==> src/logic/ais_pkg.sv <==
`default_nettype none
package ais_pkg;
	localparam int unsigned CLK_PERIOD_NS = 20;
	// Pin timing figures in ns; counts derived below
	localparam int unsigned WRITE_PULSE_NS = 20;
	localparam int unsigned WRITE_CYCLE_NS = 40;
	localparam int unsigned ADDRESS_SETUP_TIME_NS = 0;
	localparam int unsigned SELECT_TO_WRITE_END_NS = 20;
	localparam int unsigned DATA_VALID_TO_WRITE_END_TIME_NS = 13;
	localparam int unsigned DATA_HOLD_TIME_NS = 0;
	localparam int unsigned WRITE_TO_OUTPUT_OFF_NS = 10;
	localparam int unsigned READ_CYCLE_TIME_NS = 40;
	localparam int unsigned READ_COMMAND_SETUP_TIME_NS = 0;
	localparam int unsigned ADDRESS_ACCESS_TIME_NS = 35;
	localparam int unsigned SELECT_ACCESS_NS = 35;
	localparam int unsigned DESELECT_TO_OUTPUT_OFF_NS = 10;

	function automatic int unsigned ais_min_cycles(input int unsigned ns);
		int unsigned c;
		c = (ns + CLK_PERIOD_NS - 1) / CLK_PERIOD_NS;
		return (c < 1) ? 1 : c;
	endfunction

	localparam int unsigned AS_CYC  = ais_min_cycles(ADDRESS_SETUP_TIME_NS);
	localparam int unsigned WP_CYC  = ais_min_cycles(WRITE_PULSE_NS);
	localparam int unsigned CW_CYC  = ais_min_cycles(SELECT_TO_WRITE_END_NS);
	localparam int unsigned DW_CYC  = ais_min_cycles(DATA_VALID_TO_WRITE_END_TIME_NS);
	localparam int unsigned WZ_CYC  = ais_min_cycles(WRITE_TO_OUTPUT_OFF_NS);
	localparam int unsigned DH_CYC  = ais_min_cycles(DATA_HOLD_TIME_NS);
	localparam int unsigned WC_CYC  = ais_min_cycles(WRITE_CYCLE_NS);
	localparam int unsigned RC_CYC  = ais_min_cycles(READ_CYCLE_TIME_NS);
	localparam int unsigned RCS_CYC = ais_min_cycles(READ_COMMAND_SETUP_TIME_NS);
	localparam int unsigned AA_CYC  = ais_min_cycles(ADDRESS_ACCESS_TIME_NS);
	localparam int unsigned ACS_CYC = ais_min_cycles(SELECT_ACCESS_NS);
	localparam int unsigned HZ_CYC  = ais_min_cycles(DESELECT_TO_OUTPUT_OFF_NS);

	localparam int unsigned ADDR_W = 12;
	localparam int unsigned DATA_W = 4;
	localparam int unsigned CNT_W  = 8;

	typedef enum logic [1:0] {
		AIS_WR_SELECT = 2'b00,
		AIS_WR_STROBE = 2'b01
	} ais_wmode_type;

	typedef struct packed {
		logic                write;
		ais_wmode_type       wmode;
		logic [ADDR_W-1:0]   addr;
		logic [DATA_W-1:0]   wdata;
	} ais_req_type;

	typedef struct packed {
		logic                sel_n;
		logic                wr_n;
		logic [ADDR_W-1:0]   addr;
		logic [DATA_W-1:0]   dq_o;
		logic                dq_oe_n;
	} ais_pins_type;
endpackage
`default_nettype wire

==> src/logic/ais_ctrl.sv <==
`timescale 1ns/1ps
`default_nettype none
// What this block does
// - Select write holds strobe low across whole select pulse
// - Address constant for whole write cycle
// - Address settled before select starts write
// - Select held low its minimum width
// - Write data valid before terminating edge
// - Write data held after strobe ends
// - Select or strobe high at address change
// - Strobe write waits drivers off plus setup
// - Select write needs only pulse width
// - Read address held one read cycle
// - Strobe high before select for read
// - Select held one read cycle
module ais_ctrl
	import ais_pkg::*;
(
	input  wire logic              i_clk,
	input  wire logic              i_sys_rst,
	input  wire logic              i_ce,
	input  wire logic              i_req_valid,
	input  wire ais_req_type       i_req,
	output var  logic              o_req_ready,
	output var  logic              o_rd_valid,
	output var  logic [DATA_W-1:0] o_rd_data,
	output var  logic              o_sel_n,
	output var  logic              o_wr_n,
	output var  logic [ADDR_W-1:0] o_addr,
	output var  logic [DATA_W-1:0] o_dq,
	output var  logic              o_dq_oe_n,
	input  wire logic [DATA_W-1:0] i_dq
);
	typedef enum logic [2:0] {
		ST_IDLE  = 3'b000,
		ST_SETUP = 3'b001,
		ST_PULSE = 3'b011,
		ST_HOLD  = 3'b010,
		ST_RECOV = 3'b110
	} ais_state_type;

	ais_state_type     state_q;
	ais_state_type     state_d;
	logic [CNT_W-1:0]  cnt_q;
	logic [CNT_W-1:0]  cnt_d;
	logic [CNT_W-1:0]  cyc_q;
	logic [CNT_W-1:0]  cyc_d;
	logic              write_q;
	ais_wmode_type     wmode_q;
	logic [DATA_W-1:0] wdata_q;
	logic [DATA_W-1:0] dq_sync;
	ais_pins_type      pins_d;
	logic              rd_valid_d;
	logic              rd_capture;

	// Pin data comes from outside the clock domain
	ais_sync #(
		.WIDTH(DATA_W)
	) u_sync (
		.i_clk     (i_clk),
		.i_sys_rst (i_sys_rst),
		.i_ce      (i_ce),
		.i_d       (i_dq),
		.o_q       (dq_sync)
	);

	// Pulse length per kind of access
	localparam logic [CNT_W-1:0] SETUP_LEN  = CNT_W'(AS_CYC > RCS_CYC ? AS_CYC : RCS_CYC);
	localparam int unsigned SEL_W_PULSE = (WP_CYC > CW_CYC ? WP_CYC : CW_CYC) > DW_CYC
		? (WP_CYC > CW_CYC ? WP_CYC : CW_CYC) : DW_CYC;
	localparam int unsigned STB_W_PULSE = (WZ_CYC + DW_CYC) > SEL_W_PULSE
		? (WZ_CYC + DW_CYC) : SEL_W_PULSE;
	// Two sync stages delay read data; hold select long enough to capture it
	localparam int unsigned RD_ACC = (AA_CYC > ACS_CYC ? AA_CYC : ACS_CYC) + 2;
	localparam int unsigned RD_PULSE_I = RD_ACC > RC_CYC ? RD_ACC : RC_CYC;
	localparam logic [CNT_W-1:0] RD_PULSE  = CNT_W'(RD_PULSE_I);
	localparam logic [CNT_W-1:0] SELW_LEN  = CNT_W'(SEL_W_PULSE);
	localparam logic [CNT_W-1:0] STBW_LEN  = CNT_W'(STB_W_PULSE);
	localparam logic [CNT_W-1:0] HOLD_LEN  = CNT_W'(DH_CYC);
	localparam logic [CNT_W-1:0] WCYC_LEN  = CNT_W'(WC_CYC);
	localparam logic [CNT_W-1:0] RECOV_LEN = CNT_W'(HZ_CYC);
	localparam logic [CNT_W-1:0] ONE       = CNT_W'(1);
	localparam logic [CNT_W-1:0] STB_DATA_AT = SETUP_LEN + CNT_W'(WZ_CYC);

	// Taken only after ready has shown, so nothing slips in straight after reset
	wire take_req  = (state_q == ST_IDLE) && i_req_valid && o_req_ready;
	wire cnt_done  = (cnt_q == ONE);
	wire is_stb_wr = write_q && (wmode_q == AIS_WR_STROBE);
	wire [CNT_W-1:0] pulse_len = !write_q ? RD_PULSE : (is_stb_wr ? STBW_LEN : SELW_LEN);

	// Pins are set a cycle ahead, so the request being taken steers them
	wire              nx_write  = take_req ? i_req.write : write_q;
	wire              nx_stb    = nx_write
		&& ((take_req ? i_req.wmode : wmode_q) == AIS_WR_STROBE);
	wire [DATA_W-1:0] nx_wdata  = take_req ? i_req.wdata : wdata_q;
	wire              nx_active = (state_d != ST_IDLE) && (state_d != ST_RECOV);
	// Strobe writes only drive data once the memory has let go
	wire data_drive = nx_write && nx_active
		&& (!nx_stb || (state_d != ST_PULSE) || (cyc_d >= STB_DATA_AT));
	// Address cycle may not close before the write cycle time
	wire wc_met = !write_q || (cyc_q >= WCYC_LEN);

	always_comb begin
		state_d = state_q;
		cnt_d   = cnt_done ? cnt_q : cnt_q - ONE;
		cyc_d   = (cyc_q == '1) ? cyc_q : cyc_q + ONE;
		case (state_q)
			ST_IDLE: begin
				cyc_d = '0;
				if (take_req) begin
					state_d = ST_SETUP;
					cnt_d   = SETUP_LEN;
				end
			end
			ST_SETUP: begin
				if (cnt_done) begin
					state_d = ST_PULSE;
					cnt_d   = pulse_len;
				end
			end
			ST_PULSE: begin
				if (cnt_done) begin
					state_d = ST_HOLD;
					cnt_d   = HOLD_LEN;
				end
			end
			ST_HOLD: begin
				if (cnt_done && wc_met) begin
					state_d = ST_RECOV;
					cnt_d   = RECOV_LEN;
				end
			end
			ST_RECOV: begin
				if (cnt_done) begin
					state_d = ST_IDLE;
				end
			end
			default: begin
				state_d = ST_IDLE;
			end
		endcase
	end

	// Pin levels for the next cycle
	always_comb begin
		pins_d.addr    = o_addr;
		pins_d.sel_n   = 1'b1;
		pins_d.wr_n    = 1'b1;
		pins_d.dq_o    = nx_wdata;
		pins_d.dq_oe_n = !data_drive;
		if (take_req) begin
			pins_d.addr = i_req.addr;
		end
		case (state_d)
			ST_PULSE: begin
				pins_d.sel_n = 1'b0;
				// Select write keeps strobe low all through select
				pins_d.wr_n  = !nx_write;
			end
			ST_SETUP: begin
				// Select stays high so the new address settles first
				// Select write lowers strobe early; reads keep it high
				pins_d.wr_n  = !(nx_write && !nx_stb);
			end
			ST_HOLD: begin
				// Strobe write keeps select low through the data hold
				pins_d.sel_n = !nx_stb;
			end
			default: begin
			end
		endcase
	end

	// Read data sampled at the close of the select pulse
	assign rd_capture = (state_q == ST_PULSE) && cnt_done && !write_q;
	assign rd_valid_d = rd_capture;

	// Clock enable low freezes every flop below
	always_ff @(posedge i_clk) begin
		if (i_sys_rst) begin
			state_q <= ST_IDLE;
		end else if (i_ce) begin
			state_q <= state_d;
		end
	end

	// Counter rests at one once a phase is done
	always_ff @(posedge i_clk) begin
		if (i_sys_rst) begin
			cnt_q <= '0;
		end else if (i_ce) begin
			cnt_q <= cnt_d;
		end
	end

	always_ff @(posedge i_clk) begin
		if (i_sys_rst) begin
			cyc_q <= '0;
		end else if (i_ce) begin
			cyc_q <= cyc_d;
		end
	end

	// Request fields held for the whole access
	always_ff @(posedge i_clk) begin
		if (i_sys_rst) begin
			write_q <= 1'b0;
		end else if (i_ce && take_req) begin
			write_q <= i_req.write;
		end
	end

	always_ff @(posedge i_clk) begin
		if (i_sys_rst) begin
			wmode_q <= AIS_WR_SELECT;
		end else if (i_ce && take_req) begin
			wmode_q <= i_req.wmode;
		end
	end

	always_ff @(posedge i_clk) begin
		if (i_sys_rst) begin
			wdata_q <= '0;
		end else if (i_ce && take_req) begin
			wdata_q <= i_req.wdata;
		end
	end

	// Every pin straight from a flop, so no decode glitch reaches the memory
	always_ff @(posedge i_clk) begin
		if (i_sys_rst) begin
			o_sel_n <= 1'b1;
		end else if (i_ce) begin
			o_sel_n <= pins_d.sel_n;
		end
	end

	always_ff @(posedge i_clk) begin
		if (i_sys_rst) begin
			o_wr_n <= 1'b1;
		end else if (i_ce) begin
			o_wr_n <= pins_d.wr_n;
		end
	end

	always_ff @(posedge i_clk) begin
		if (i_sys_rst) begin
			o_addr <= '0;
		end else if (i_ce) begin
			o_addr <= pins_d.addr;
		end
	end

	// Data pins follow the stored word; the enable decides who owns them
	always_ff @(posedge i_clk) begin
		if (i_sys_rst) begin
			o_dq <= '0;
		end else if (i_ce) begin
			o_dq <= pins_d.dq_o;
		end
	end

	always_ff @(posedge i_clk) begin
		if (i_sys_rst) begin
			o_dq_oe_n <= 1'b1;
		end else if (i_ce) begin
			o_dq_oe_n <= pins_d.dq_oe_n;
		end
	end

	// Ready mirrors idle; a request is taken only while it shows
	always_ff @(posedge i_clk) begin
		if (i_sys_rst) begin
			o_req_ready <= 1'b0;
		end else if (i_ce) begin
			o_req_ready <= (state_d == ST_IDLE);
		end
	end

	always_ff @(posedge i_clk) begin
		if (i_sys_rst) begin
			o_rd_valid <= 1'b0;
		end else if (i_ce) begin
			o_rd_valid <= rd_valid_d;
		end
	end

	// Last read word stays until the next read
	always_ff @(posedge i_clk) begin
		if (i_sys_rst) begin
			o_rd_data <= '0;
		end else if (i_ce) begin
			if (rd_capture) begin
				o_rd_data <= dq_sync;
			end
		end
	end
endmodule
`default_nettype wire

==> src/logic/ais_sync.sv <==
`timescale 1ns/1ps
`default_nettype none
// Two-stage synchroniser for the shared data pins
module ais_sync
	import ais_pkg::*;
#(
	parameter int unsigned WIDTH = DATA_W
) (
	input  wire logic             i_clk,
	input  wire logic             i_sys_rst,
	input  wire logic             i_ce,
	input  wire logic [WIDTH-1:0] i_d,
	output var  logic [WIDTH-1:0] o_q
);
	logic [WIDTH-1:0] meta_q;

	always_ff @(posedge i_clk) begin
		if (i_sys_rst) begin
			meta_q <= '0;
			o_q    <= '0;
		end else if (i_ce) begin
			meta_q <= i_d;
			o_q    <= meta_q;
		end
	end
endmodule
`default_nettype wire

==> config.mk <==
export PLATFORM = sky130hd
export DESIGN_NAME = ais_ctrl
export DESIGN_NICKNAME = d
export VERILOG_FILES = /design/src/logic/ais_pkg.sv /design/src/logic/ais_ctrl.sv /design/src/logic/ais_sync.sv
export SDC_FILE = /design/constraint.sdc
export NUM_CORES = 1
export LEC_CHECK = 0
export ABC_AREA = 1
export BUFFER_PORTS_ARGS = -buffer_cell sky130_fd_sc_hd__clkbuf_2
export CAP_MARGIN = 20
export CORE_UTILIZATION = 50
export CTS_CLUSTER_DIAMETER = 80
export DETAILED_ROUTE_END_ITERATION = 8
export PLACE_DENSITY_LB_ADDON = 0.3
export SLEW_MARGIN = 20
export SYNTH_ARGS = -nofsm -noshare
export SYNTH_HDL_FRONTEND = slang
export SYNTH_SLANG_ARGS = --single-unit
==> constraint.sdc <==
create_clock -name i_clk -period 3.1 [get_ports i_clk]
set_clock_uncertainty 0.2 [all_clocks]
set_input_delay 0.465 -clock i_clk [delete_from_list [all_inputs] [get_ports i_clk]]
set_output_delay 0.465 -clock i_clk [all_outputs]
set_load 0.005 [all_outputs]
Word level (Yosys, flattened, before mapping):

Index checks and enable logic that the tools add are counted.
W data, S select, Z words.

* register bits: 59
* output and inout bits: 25
* logic and storage cells: 79

* $add $sub $neg: 2
* $lt $le $gt $ge: 2
* equality and inequality tests: 13
* multiplexer cells: 21
* reductions and logical operators: 25

Operators with widths (count)
* $mux W8: 7
* $pmux W8 S4: 1
* $mux W3: 6
* $ge A8 B2 Y1 const B: 2
* $pmux W3 S5: 1
* $eq A3 B2 Y1 const B: 4
* $logic_and A1 B1 Y1: 12
* $add A8 B1 Y8 const B: 1
* $eq A8 B1 Y1 const B: 1
* $eq A8 B8 Y1 const B: 1
* $sub A8 B1 Y8 const B: 1
* $eq A3 B1 Y1 const B: 2
* $logic_not A3 Y1: 2
* $logic_not A1 Y1: 5
* $eq A2 B1 Y1 const B: 2
* $mux W2: 2
* $mux W4: 1
* $pmux W1 S2: 2
* $reduce_and A2 Y1: 2
* $eq A3 B3 Y1 const B: 1
* $logic_or A1 B1 Y1: 3
* $ne A3 B2 Y1 const B: 1
* $ne A3 B3 Y1 const B: 1
* $reduce_bool A3 Y1: 1
* $mux W1: 1

Logic depth before layout (Yosys ltp):

* depth in word-level cells: 11
* depth in mapped cells: 13
* depth with buffers taken out: 13

Cells and area by module:

A second synthesis with hierarchy kept.

* cells, all modules: 425
* area total of the unflattened synthesis: 2980.4 um^2

By module, submodules not included
* ais_ctrl: instances 1, cells each 374, area each 2637.5 um^2, sequential area each 1021.0 um^2
* ais_sync: instances 1, cells each 51, area each 342.8 um^2, sequential area each 160.2 um^2

Least setup slack after synthesis:

Ideal clock, no wire load.

* kind: flip-flop to flip-flop
* from: register cnt_q[0]
* to: register cnt_q[0]
* setup time: 0.132 ns
* arrival: 1.625 ns
* data required time: 2.768 ns
* path slack: 1.143 ns
* stages on the path, launching flop included: 13
* clock period less this slack: 1.957 ns
* path through: dfxtp_1 > ha_1 > nand2_1 > nor2_2 > buf_6 > inv_1 > ha_1 > inv_1 > o211ai_1 > nor2_1 > nand3_1 > nand2_1 > a21oi_1

* word-level cells in the longest chain between the ends: 4

Ends and longest elaborated chain
* start, declared: RTL line ais_ctrl.sv:44 `logic [CNT_W-1:0] cnt_q;`
* start signal, assigned: RTL line ais_ctrl.sv:192 `cnt_q <= cnt_d;`
* $sub A8 B1 Y8 / $eq A8 B1 Y1 (equally long branches): RTL line ais_ctrl.sv:105, ais_ctrl.sv:87
* $mux W8 / $logic_and A1 B1 Y1 (equally long branches): RTL line ais_ctrl.sv:105, ais_ctrl.sv:128
* $mux W8, on equally long branches
* $pmux W8 S4 (*): RTL line ais_ctrl.sv:107 `case (state_q)`

Mark *: on every way between the ends. The rest lies on a longest branch, timed or not.
A chain may end at the register's enable or synchronous reset.

Final worst setup path:

Ends and elaborated chain as after synthesis.

==> summary.txt <==
Fin crit period = 2.38 ns
Switching part of the total = 27.9%
Via count = 2738
P_sw = 504 uW
Max VDD drop = 0.316 mV
Post-CTS Hold Buffers = 0
Finished Cell Area = 3290 sq um
Overflow after GRT = 0
Initial DRC count = 210
Slew at the pin closest to its max-slew limit = 0.505 ns
Crit path kind = reg -> reg
Final WL = 6310 um
Synth unique cells = 33
RePlAce Congestion = 0.896
Commonest cells after routing, fill and taps aside = nand2_1, nor2_1, dfxtp_1
FF+latch count, synth = 59
Final hold viol count = 0
I/O Buffers = 51
Power, Total = 1.81 mW
Net count reported at finish = 480
Relative slew slack = 66.3%
Post-cts resize count = 0
Required @ worst endpoint = 3.11 ns
Placed cell areas = 3100 sq um
Clock root cell = clkbuf_8
GRT Total Usage = 22.7%
Final core occ = 62.5%
Post-Syn Instances = 399
Period utilization = 76.8%
Met3 Use GR = 5.00%
RSZ-0062 raised after global routing = false
Setup violators final = 0
GR met1 Demand/Resource = 27.5%
Register share of total power = 47.0%
Most common cell after layout, fill and taps aside = nand2_1
Worst reg2reg setup slack = 0.72 ns
WHS = 0.151 ns
YS warnings = 0
Num rows = 26
DIE AREA = 5940 sq um
First-pass GRT wire length = 10800 um
CP Buf/Inv Count = 2
Setup ws final = 0.720 ns
Non-Filler Instances = 523
CP endpoint kind = flip-flop
H-tree Lvls = 3
Share of cells above drive strength 1 = 19.2%
Reg clk slew, reported paths = 0.06 ns
Pre-CTS setup slack = 0.802 ns
Clock Latency Late Sink = 0.33 ns
Avg Inst Size Synth = 7.07 sq um
Die Y-Extent = 77.1 um
Antenna viol nets, final = 0
RR Endpoint = cnt_q[0]$_SDFFE_PP0P_
Crit path capture = cnt_q[0]$_SDFFE_PP0P_
Crit path launch = cnt_q[0]$_SDFFE_PP0P_
Min-Delay Path Class = in -> reg
Sequential share of the synthesized area = 41.9%
Power density over the cells = 548 nW/um^2
Worst Path Arrival = 2.39 ns
Setup TNS = 0 ns
Core ar. = 5270 sq um
Hold path depth = 3
Num CTS Buffers = 9
Maximum number of pins on one net before global-route repair = 37
Crit path cell chain = ha_1 > nand2_1 > nor2_2 > inv_1 > ha_1 > inv_1 > o211ai_1 > nor2_1 > nand3_1 > nand2_1 > a21oi_1
Max-slew violations = 0
DPL Wire Length = 4400 um
Maxcap violations = 0
Total I/O pin count = 52
Synthesis-to-layout area growth = 16.8%
Worst Path Max Fanout = 13
Gr busiest metal = met2
Clock sinks = 59
Cell count along the critical path = 11
Number of global-route vias before repair = 2491
Die W = 77.1 um
Startpoint types = flip-flop
TritonCTS clock tree = built
Synthesized area = 2820 sq um
CP top delay family = simple AND/OR/NAND/NOR gates
Slowest cell on the critical path = nor2_2
Crit-path max cell delay = 0.44 ns
Worst r2r path cells = 11
Initial Util = 53.5%
Syn_nets = 431
Drt first pass iters = 4
Clock Tree Buf Depth = 2
# DRC = 0
Reg area = 1180 sq um
Outcome = complete, no violations
Internal power = 1.30 mW
Clock Power Share = 37.7%
Multi-input gate area = 1400 sq um
Drt wl/cell = 12.1 um
Placed Cells = 507
DR vias/cell = 5.24
Gate power share = 15.3%
R2r startpoint = cnt_q[0]$_SDFFE_PP0P_
Filler Cell Count = 507
Initial antenna violation count = 0
P_leak = 1.54 nW
Post-CTS setup buffer count = 0
M2 GR Usage = 37.4%
Antenna diodes = 0
Fmax = 0.420 GHz
## synthesized netlist by cell type
library cell / n / share of area [%]
a31oi_1: 2 / 0.44
xnor2_1: 2 / 0.62
a211oi_1: 6 / 1.6
nor2_1: 69 / 9.2
nor3_4: 1 / 0.58
clkbuf_8: 1 / 0.49
buf_2: 8 / 1.4
nand3_4: 1 / 0.62
nor2_2: 3 / 0.67
nand2_2: 2 / 0.44
inv_1: 34 / 4.5
o21ai_0: 41 / 7.3
dfxtp_1: 59 / 42
nor3_1: 4 / 0.71
or2_2: 1 / 0.22
nor4_1: 1 / 0.22
a211oi_2: 1 / 0.44
o211ai_1: 2 / 0.53
inv_2: 4 / 0.53
nand4_4: 1 / 0.75
xor2_1: 4 / 1.2
clkbuf_1: 6 / 0.80
nor2_4: 1 / 0.40
o21ai_2: 2 / 0.62
clkbuf_2: 1 / 0.18
o221ai_1: 1 / 0.31
ha_1: 5 / 2.2
a21oi_1: 27 / 4.8
nand4_1: 3 / 0.67
o21ai_1: 3 / 0.53
nand3_1: 24 / 4.3
nand2_1: 78 / 10
buf_6: 1 / 0.40
## how the worst min path moves through the flow
| stage | slack, ns | from | to |
|---|---|---|---|
| 6_report | 0.15 | i_dq[1] | u_sync.meta_q[1]$_SDFFE_PP0P_ |
| 5_1_grt | 0.15 | i_dq[3] | u_sync.meta_q[3]$_SDFFE_PP0P_ |
| 4_1_cts | 0.15 | i_req[12] | o_addr[8]$_SDFFE_PP0P_ |
| 3_5_place_dp | 0.25 | wmode_q[0]$_SDFFE_PP0P_ | wmode_q[0]$_SDFFE_PP0P_ |
| 3_3_place_gp | 0.25 | wmode_q[0]$_SDFFE_PP0P_ | wmode_q[0]$_SDFFE_PP0P_ |
| 2_1_floorplan | 0.23 | wmode_q[0]$_SDFFE_PP0P_ | wmode_q[0]$_SDFFE_PP0P_ |
## per-layer routing
metal	up-vias	share of wire, %
li1	1400	-
met5	-	0
met4	0	1.0
met1	1248	46
met2	85	47
met3	5	5.6
## layout make-up
cell class                 count  area share (%)
clock buffer                  11            4.29
tap                           70            2.66
clock inverter                 5            1.60
sequential                    59            35.9
multi-input combinational    285            42.6
inverter                      38            4.33
timing repair buffer          55            8.66
## power by group through the flow
stage | clock (mW) | combinational (mW) | sequential (mW)
2_1_floorplan | 0 | 0.211 | 0.855
5_1_grt | 0.723 | 0.315 | 0.854
3_5_place_dp | 0 | 0.275 | 0.864
6_report | 0.680 | 0.277 | 0.848
4_1_cts | 0.689 | 0.277 | 0.847
3_3_place_gp | 0 | 0.269 | 0.862
## kinds of logic after synthesis
| kind of cell | count (synthesis) | synth area share, % |
|---|---|---|
| AND/OR/NAND/NOR | 189 | 29.1 |
| AO/OA/AOI/OAI | 85 | 16.6 |
| XOR/XNOR | 6 | 1.86 |
| buffers and inverters | 55 | 8.34 |
| adder cells (fa/ha/maj) | 5 | 2.22 |
| flip-flops | 59 | 41.9 |
## flip-flops by register name (all words and copies together) (netlist names), 2 cells and up
register	flops
o_rd_data	4
u_sync.meta_q	4
o_addr	12
u_sync.o_q	4
state_q	3
o_dq	4
wdata_q	4
cnt_q	8
wmode_q	2
cyc_q	8
## worst min-delay path: stages
cell,delay [ns]
clkbuf_2,0.08
nor2_1,0.03
nor2_1,0.08
No activity file was read; power rests on OpenSTA's default activity.
